$ cat src/inc/flash_prot_pkg.sv
// flash block protection: geometry, request/response carriers, controller state
package flash_prot_pkg;

    //--------------------------------------------------------------
    // geometry
    //--------------------------------------------------------------
    localparam int unsigned FLASH_BYTES = 32768;
    localparam int unsigned ERASE_BYTES = 1024;
    localparam int unsigned REGION_BYTES = 2048;
    localparam int unsigned WORD_BYTES = 4;
    localparam int unsigned DATA_W = 32;
    localparam int unsigned ADDR_W = $clog2(FLASH_BYTES);
    localparam int unsigned WORD_ADDR_W = $clog2(FLASH_BYTES / WORD_BYTES);
    localparam int unsigned ERASE_WORDS = ERASE_BYTES / WORD_BYTES;
    localparam int unsigned UNIT_LSB = $clog2(ERASE_WORDS);
    localparam int unsigned REGION_LSB = $clog2(REGION_BYTES / WORD_BYTES);
    localparam int unsigned REGION_COUNT = FLASH_BYTES / REGION_BYTES;

    //--------------------------------------------------------------
    // values
    //--------------------------------------------------------------
    localparam logic [31:0] ERASED_WORD = 32'hFFFF_FFFF;
    localparam logic [31:0] DENY_WORD = 32'h0000_0000;
    localparam logic [7:0] UNIT_LAST = 8'hFF;

    //--------------------------------------------------------------
    // carriers
    //--------------------------------------------------------------
    typedef enum logic [2:0] {
        REQ_FETCH = 3'b000,
        REQ_DATA_RD = 3'b001,
        REQ_DEBUG_RD = 3'b010,
        REQ_PROGRAM = 3'b011,
        REQ_ERASE = 3'b100
    } req_kind_e;

    typedef struct packed {
        req_kind_e kind;
        logic [ADDR_W-1:0] addr;
        logic [DATA_W-1:0] wdata;
    } req_s;

    typedef struct packed {
        logic [DATA_W-1:0] rdata;
        logic err;
    } resp_s;

    typedef enum logic [2:0] {
        ST_IDLE = 3'b000,
        ST_RD = 3'b001,
        ST_CAP = 3'b010,
        ST_PROG = 3'b011,
        ST_ERASE = 3'b100
    } ctl_state_e;

    typedef struct packed {
        ctl_state_e state;
        logic req_ready;
        logic resp_valid;
        resp_s resp;
        logic arr_rd;
        logic arr_wr;
        logic [WORD_ADDR_W-1:0] arr_addr;
        logic [DATA_W-1:0] arr_wdata;
    } ctl_s;

    localparam ctl_s CTL_RESET = '{
        state: ST_IDLE,
        req_ready: 1'b1,
        resp_valid: 1'b0,
        resp: '{rdata: 32'h0000_0000, err: 1'b0},
        arr_rd: 1'b0,
        arr_wr: 1'b0,
        arr_addr: 13'h0000,
        arr_wdata: 32'h0000_0000
    };

endpackage

$ cat src/verilog/flash_region_check.sv
// per-region protection lookup for one flash request
`timescale 1ns/1ps
module flash_region_check #(
    parameter int unsigned REGIONS = flash_prot_pkg::REGION_COUNT
) (
    input wire flash_prot_pkg::req_kind_e kind, // request kind
    input wire logic [flash_prot_pkg::WORD_ADDR_W-1:0] word_addr, // word address
    input wire logic [REGIONS-1:0] ro_region, // read-only region mask
    input wire logic [REGIONS-1:0] xo_region, // execute-only region mask
    output logic deny // request refused by protection
);
    logic [REGIONS-1:0] hit;
    logic [REGIONS-1:0] deny_per;
    logic is_write;
    logic is_data_rd;

    assign is_write = (kind == flash_prot_pkg::REQ_PROGRAM) || (kind == flash_prot_pkg::REQ_ERASE);
    assign is_data_rd = (kind == flash_prot_pkg::REQ_DATA_RD)
        || (kind == flash_prot_pkg::REQ_DEBUG_RD);

    //--------------------------------------------------------------
    // each 2-KB region judged on its own bits only
    //--------------------------------------------------------------
    for (genvar r = 0; r < REGIONS; r++)
    begin : g_region
        assign hit[r] = (word_addr[flash_prot_pkg::WORD_ADDR_W-1:flash_prot_pkg::REGION_LSB]
            == ($bits(word_addr) - flash_prot_pkg::REGION_LSB)'(r));
        assign deny_per[r] = hit[r]
            && ((is_write && (ro_region[r] || xo_region[r]))
            || (is_data_rd && xo_region[r]));
    end

    assign deny = |deny_per;
endmodule // flash_region_check

$ cat src/verilog/flash_block_protection.sv
// flash controller front end: block erase, program, reads, region protection
//
// Operation
// - The controller manages a 32-KB nonvolatile array.
// - Erase works on 1-KB units, each erased without touching others.
// - A finished erase leaves every bit of the unit at one.
// - Protection is per 2-KB region of two units, set independently.
// - Read-only regions refuse all erase and program requests.
// - Execute-only regions also refuse all erase and program requests.
// - Execute-only regions serve instruction fetches only; data and debug reads denied.
`timescale 1ns/1ps
module flash_block_protection #(
    parameter int unsigned REGIONS = flash_prot_pkg::REGION_COUNT
) (
    input wire logic sys_clk, // system clock, 20 MHz
    input wire logic rst, // async reset, active high
    input wire logic req_valid, // request offered
    input wire flash_prot_pkg::req_s req, // request kind, byte address, data
    output logic req_ready, // request can be taken
    output logic resp_valid, // one-cycle answer strobe
    output flash_prot_pkg::resp_s resp, // answer data and error flag
    input wire logic [REGIONS-1:0] ro_region, // read-only mask per region
    input wire logic [REGIONS-1:0] xo_region, // execute-only mask per region
    output logic [flash_prot_pkg::WORD_ADDR_W-1:0] arr_addr, // array word address
    output logic arr_rd, // array read strobe
    output logic arr_wr, // array write strobe
    output logic [flash_prot_pkg::DATA_W-1:0] arr_wdata, // array write data
    input wire logic [flash_prot_pkg::DATA_W-1:0] arr_rdata // array data, one cycle after rd
);
    flash_prot_pkg::ctl_s cur;
    flash_prot_pkg::ctl_s next_ctl;
    logic accept;
    logic deny;
    logic [flash_prot_pkg::WORD_ADDR_W-1:0] word_addr;

    assign accept = req_valid && cur.req_ready;
    assign word_addr = req.addr[flash_prot_pkg::ADDR_W-1:2];

    //--------------------------------------------------------------
    // protection lookup
    //--------------------------------------------------------------
    flash_region_check #(
        .REGIONS(REGIONS)
    ) u_check (
        .kind(req.kind),
        .word_addr(word_addr),
        .ro_region(ro_region),
        .xo_region(xo_region),
        .deny(deny)
    );

    //--------------------------------------------------------------
    // controller next state
    //--------------------------------------------------------------
    always_comb
    begin
        next_ctl = cur;
        next_ctl.resp_valid = 1'b0;
        next_ctl.arr_rd = 1'b0;
        next_ctl.arr_wr = 1'b0;
        case (cur.state)
            flash_prot_pkg::ST_IDLE:
            begin
                if (accept && deny)
                begin
                    // refused: no array access at all
                    next_ctl.resp_valid = 1'b1;
                    next_ctl.resp.rdata = flash_prot_pkg::DENY_WORD;
                    next_ctl.resp.err = 1'b1;
                end
                else if (accept && (req.kind == flash_prot_pkg::REQ_PROGRAM))
                begin
                    next_ctl.state = flash_prot_pkg::ST_PROG;
                    next_ctl.arr_wr = 1'b1;
                    next_ctl.arr_addr = word_addr;
                    next_ctl.arr_wdata = req.wdata;
                end
                else if (accept && (req.kind == flash_prot_pkg::REQ_ERASE))
                begin
                    next_ctl.state = flash_prot_pkg::ST_ERASE;
                    next_ctl.arr_wr = 1'b1;
                    next_ctl.arr_addr = {word_addr[flash_prot_pkg::WORD_ADDR_W-1:
                        flash_prot_pkg::UNIT_LSB], 8'h00};
                    next_ctl.arr_wdata = flash_prot_pkg::ERASED_WORD;
                end
                else if (accept)
                begin
                    next_ctl.state = flash_prot_pkg::ST_RD;
                    next_ctl.arr_rd = 1'b1;
                    next_ctl.arr_addr = word_addr;
                end
            end
            flash_prot_pkg::ST_RD:
            begin
                next_ctl.state = flash_prot_pkg::ST_CAP;
            end
            flash_prot_pkg::ST_CAP:
            begin
                next_ctl.state = flash_prot_pkg::ST_IDLE;
                next_ctl.resp_valid = 1'b1;
                next_ctl.resp.rdata = arr_rdata;
                next_ctl.resp.err = 1'b0;
            end
            flash_prot_pkg::ST_PROG:
            begin
                next_ctl.state = flash_prot_pkg::ST_IDLE;
                next_ctl.resp_valid = 1'b1;
                next_ctl.resp.rdata = flash_prot_pkg::DENY_WORD;
                next_ctl.resp.err = 1'b0;
            end
            flash_prot_pkg::ST_ERASE:
            begin
                // walk the unit's words; upper address bits stay fixed
                if (cur.arr_addr[flash_prot_pkg::UNIT_LSB-1:0] == flash_prot_pkg::UNIT_LAST)
                begin
                    next_ctl.state = flash_prot_pkg::ST_IDLE;
                    next_ctl.resp_valid = 1'b1;
                    next_ctl.resp.rdata = flash_prot_pkg::DENY_WORD;
                    next_ctl.resp.err = 1'b0;
                end
                else
                begin
                    next_ctl.arr_wr = 1'b1;
                    next_ctl.arr_addr[flash_prot_pkg::UNIT_LSB-1:0] =
                        cur.arr_addr[flash_prot_pkg::UNIT_LSB-1:0] + 8'h01;
                end
            end
            default:
            begin
                next_ctl.state = flash_prot_pkg::ST_IDLE;
            end
        endcase
        next_ctl.req_ready = (next_ctl.state == flash_prot_pkg::ST_IDLE);
    end

    always_ff @(posedge sys_clk or posedge rst)
    begin
        if (rst)
            cur <= flash_prot_pkg::CTL_RESET;
        else
            cur <= next_ctl;
    end

    assign req_ready = cur.req_ready;
    assign resp_valid = cur.resp_valid;
    assign resp = cur.resp;
    assign arr_addr = cur.arr_addr;
    assign arr_rd = cur.arr_rd;
    assign arr_wr = cur.arr_wr;
    assign arr_wdata = cur.arr_wdata;

    //--------------------------------------------------------------
    // checks
    //--------------------------------------------------------------
    logic [REGIONS-1:0] req_region;
    logic is_wr_req;
    logic is_dat_req;
    logic in_ro;
    logic in_xo;
    assign req_region = REGIONS'(1) << word_addr[flash_prot_pkg::WORD_ADDR_W-1:
        flash_prot_pkg::REGION_LSB];
    assign in_ro = |(req_region & ro_region);
    assign in_xo = |(req_region & xo_region);
    assign is_wr_req = (req.kind == flash_prot_pkg::REQ_PROGRAM)
        || (req.kind == flash_prot_pkg::REQ_ERASE);
    assign is_dat_req = (req.kind == flash_prot_pkg::REQ_DATA_RD)
        || (req.kind == flash_prot_pkg::REQ_DEBUG_RD);
endmodule // flash_block_protection

$ cat config.mk
export PLATFORM = sky130hd
export DESIGN_NAME = flash_block_protection
export DESIGN_NICKNAME = d
export VERILOG_FILES = /design/src/inc/flash_prot_pkg.sv /design/src/verilog/flash_region_check.sv /design/src/verilog/flash_block_protection.sv
export SDC_FILE = /design/constraint.sdc
export NUM_CORES = 1
export LEC_CHECK = 0
export ABC_CLOCK_PERIOD_IN_PS = 3200
export BUFFER_PORTS_ARGS = -buffer_cell sky130_fd_sc_hd__clkbuf_2
export CORE_ASPECT_RATIO = 1.4
export CORE_UTILIZATION = 30
export DETAILED_ROUTE_END_ITERATION = 6
export RECOVER_POWER = 25
export SYNTH_ARGS = -nofsm -noshare
export SYNTH_HDL_FRONTEND = slang
export SYNTH_HIERARCHICAL = 1
export SYNTH_SLANG_ARGS = --single-unit
$ cat constraint.sdc
create_clock -name sys_clk -period 3.2 [get_ports sys_clk]
set_clock_uncertainty 0.05 [all_clocks]
set_input_delay 0.32 -clock sys_clk [delete_from_list [all_inputs] [get_ports sys_clk]]
set_output_delay 0.32 -clock sys_clk [all_outputs]
set_load 0.01 [all_outputs]
==> run_results.csv <==
group,metric,value,unit
floorplan,start_util,0.3062,
synthesis,synth.net_count,477,
synthesis,ys.warnings.count,6,
layout,antenna_cells,0,
global_routing,antenna_found_initial,0,
pwr,p_per_area,434.8,nW/µm²
sta,period_share,0.8888,
worst_setup_path,timing.rr.start,"cur[82]",
sta,rsz0062_at_grt,"false",
synthesis,synthCells,359,
worst_setup_path,reg2regPathDepth,5,
clocking,clk_latency,0.33,ns
sta,maxSlewHeadroom,-0.6648,
placement,dp_cells,652,
route,wl_met2,5229,µm
worst_setup_path,r2r_end,"resp[0]",
route,routed-wl-met3,577,µm
outcome,violations,"max-capacitance violations, max-slew violations",
sta,report.final.hold_viol_count,0,
synthesis,ys_types,45,
layout,area_growth,20.95,%
clocking,postCtsSetupRepairBufs,0,
pwr,leakagePower,2.722,nW
placement,dp_slack,-0.01393,ns
route,avgViaCountPerCell,4.781,
clocking,numClockSinks,85,
placement,place_hpwl,7360,µm
worst_setup_path,crit_fanout,32,
synthesis,yosysTopAreaCell,"dfrtp_1",
layout,drive_gt1_frac,0.4865,
global_routing,overflow,0,
synthesis,ys_seq_area_frac,0.5019,
route,dr.pass1.iters,4,
synthesis,syn_area_per_cell,11.81,µm²
clocking,cts_tree,"done",
sta,fin_tns_setup,0,ns
worst_setup_path,crit_type,"in2reg",
synthesis,synth_top_area_frac,0.4957,
clocking,clk_pin_slew,0.06,ns
floorplan,die_y,142.7,µm
clocking,clockBufferDepth,2,
synthesis,synth_seq_cells,85,
sta,period_minus_slack,2.844,ns
synthesis,synth_ff_type,"dfrtp_1",
route,drtIter0Drc,61,
global_routing,grt_first_pass_wirelength,14660,µm
pwr,totalPowerFinal,2.230,mW
sta,fin_ws,0.3559,ns
sta,report.final.slew_viol_count,58,
route,wl_per_cell,14.67,µm
clocking,cts_buffers,9,
synthesis,yosys.cell_count.top_type,"dfrtp_1",
global_routing,grt_max_degree,58,
min_path,min_path_type,"in2reg",
floorplan,num_rows,51,
run,cap_violations,1,
worst_setup_path,cp.required,3.37,ns
clocking,holdBufCountCts,0,
layout,finalNetCount,596,
synthesis,synth_area_leaders,"dfrtp_1 (50%), buf_4 (14%), o22a_1 (6.8%)",
floorplan,io_pins,199,
outcome,status,"complete, but fails checks",
route,drcViolationCount,0,
clocking,cts-resized-gates,0,
floorplan,die_area,14620,µm²
min_path,min_path_cells,3,
clocking,cts-htree-levels,3,
floorplan,die_w,102.5,µm
route,met1Wirelength,3862,µm
worst_setup_path,cp.arrival,3.01,ns
global_routing,grtUsageTotal,0.1314,
floorplan,core-area,13850,µm²
sta,fmax,0.3516,GHz
sta,timing.hold.ws,0.1383,ns
min_path,min_to,"arr_addr[8]",
route,postRouteAntennaNets,0,
placement,portBuffers,196,
synthesis,synth_edf_count,0,
route,finalWirelength,9797,µm
pwr,ir_worst_vdd,193.6,µV
route,routed.top_layer,"met4",
global_routing,grt_pass1_vias,3144,
layout,final_cells,668,
worst_setup_path,end_kind,"flop",
placement,gp_congestion,0.8137,
sta,worst_slew_pin_slew,2.484,ns
clocking,root_buffer,"clkbuf_16",
synthesis,yosys-top-cells-count,"dfrtp_1 (84), buf_4 (78), o22a_1 (33)",
worst_setup_path,critPathLaunchType,"primary input",
min_path,worst_hold_startpoint,"req[42]",
route,num_vias,3194,
synthesis,async_flop_share,1.000,
sta,setup_viol,0,
synthesis,synth_area,4240,µm²
worst_setup_path,r2r_slack,0.95,ns
cells by family after synthesis:
logic type	count (synthesis)	share of synthesized area
AO/OA/AOI/OAI	99	0.1933
adder cells (fa/ha/maj)	1	0.002950
buffers and inverters	98	0.1691
flip-flops	85	0.5019
multiplexers	11	0.05459
AND/OR/NAND/NOR	65	0.07819
layout by cell type, fill, tap and decap left out, types with 3 or more instances in the layout:
| master | Yosys | layout |
|---|---|---|
| a21oi_1 | 6 | 5 |
| clkbuf_2 | 0 | 196 |
| o22a_1 | 33 | 33 |
| a22o_2 | 4 | 4 |
| clkinvlp_4 | 0 | 3 |
| clkbuf_1 | 12 | 3 |
| nand2b_1 | 3 | 3 |
| nor3_1 | 4 | 4 |
| nor2_1 | 9 | 9 |
| clkbuf_16 | 0 | 9 |
| o21ai_0 | 7 | 7 |
| buf_4 | 78 | 5 |
| dfrtp_1 | 84 | 84 |
| mux4_2 | 3 | 3 |
| nand3_1 | 8 | 8 |
| a22o_1 | 30 | 30 |
| mux4_1 | 5 | 5 |
| nand2_1 | 26 | 26 |
| o2bb2ai_1 | 6 | 6 |
sequential cells by signal, summed over array words and instances, names as in the netlist:
register / cells
arr_addr: 13
arr_wr: 1
resp: 33
cur: 3
arr_rd: 1
resp_valid: 1
req_ready: 1
arr_wdata: 32
metrics by stage:
step / instance area [µm²] / utilization
6_report: 5129 / 0.3704
4_1_cts: 5132 / 0.3707
5_1_grt: 5129 / 0.3704
2_1_floorplan: 4240 / -
3_5_place_dp: 4838 / 0.3494
3_3_place_gp: 4838 / 0.3494
metal layers:
layer  vias to the layer above  GRT usage
met5                         -          0
met4                         0    0.04962
met3                         9    0.03475
met2                       129     0.2411
met1                      1578     0.1406
li1                       1478          -
layout make-up:
cell class                 count  area [µm²]
inverter                       2       8.758
clock buffer                  11       232.7
tap                          185       231.5
timing repair buffer         204        1062
sequential                    85        2128
clock inverter                 5       61.31
multi-input combinational    176        1404
fill                        1407        8718
where the power goes:
| part | switching [mW] | internal (mW) |
|---|---|---|
| sequential | 0 | 1.07 |
| clock | 0.414 | 0.606 |
| combinational | 0.0622 | 0.0727 |
| total | 0.476 | 1.75 |
how the worst max path moves through the flow:
| stage | from | to | cells past startpoint |
|---|---|---|---|
| after floorplan | req[43] | arr_wdata[0] | 12 |
| after global placement | req[43] | arr_wdata[5] | 10 |
| after detailed placement | req[43] | arr_wdata[22] | 10 |
| after CTS | req[43] | arr_wdata[22] | 10 |
| after global routing | req[43] | arr_wdata[3] | 10 |
| final | req[43] | arr_wdata[28] | 10 |
worst max-delay path, stage by stage:
cell	delay, ns
clkbuf_2	0.25
mux4_2	0.54
a22oi_1	0.20
nand3_1	0.16
o211ai_2	0.19
o211ai_1	0.16
nor2_1	0.16
nand4_1	0.12
or2_2	0.57
o22a_1	0.30
Note: power is estimated with default switching activity, not from simulation.
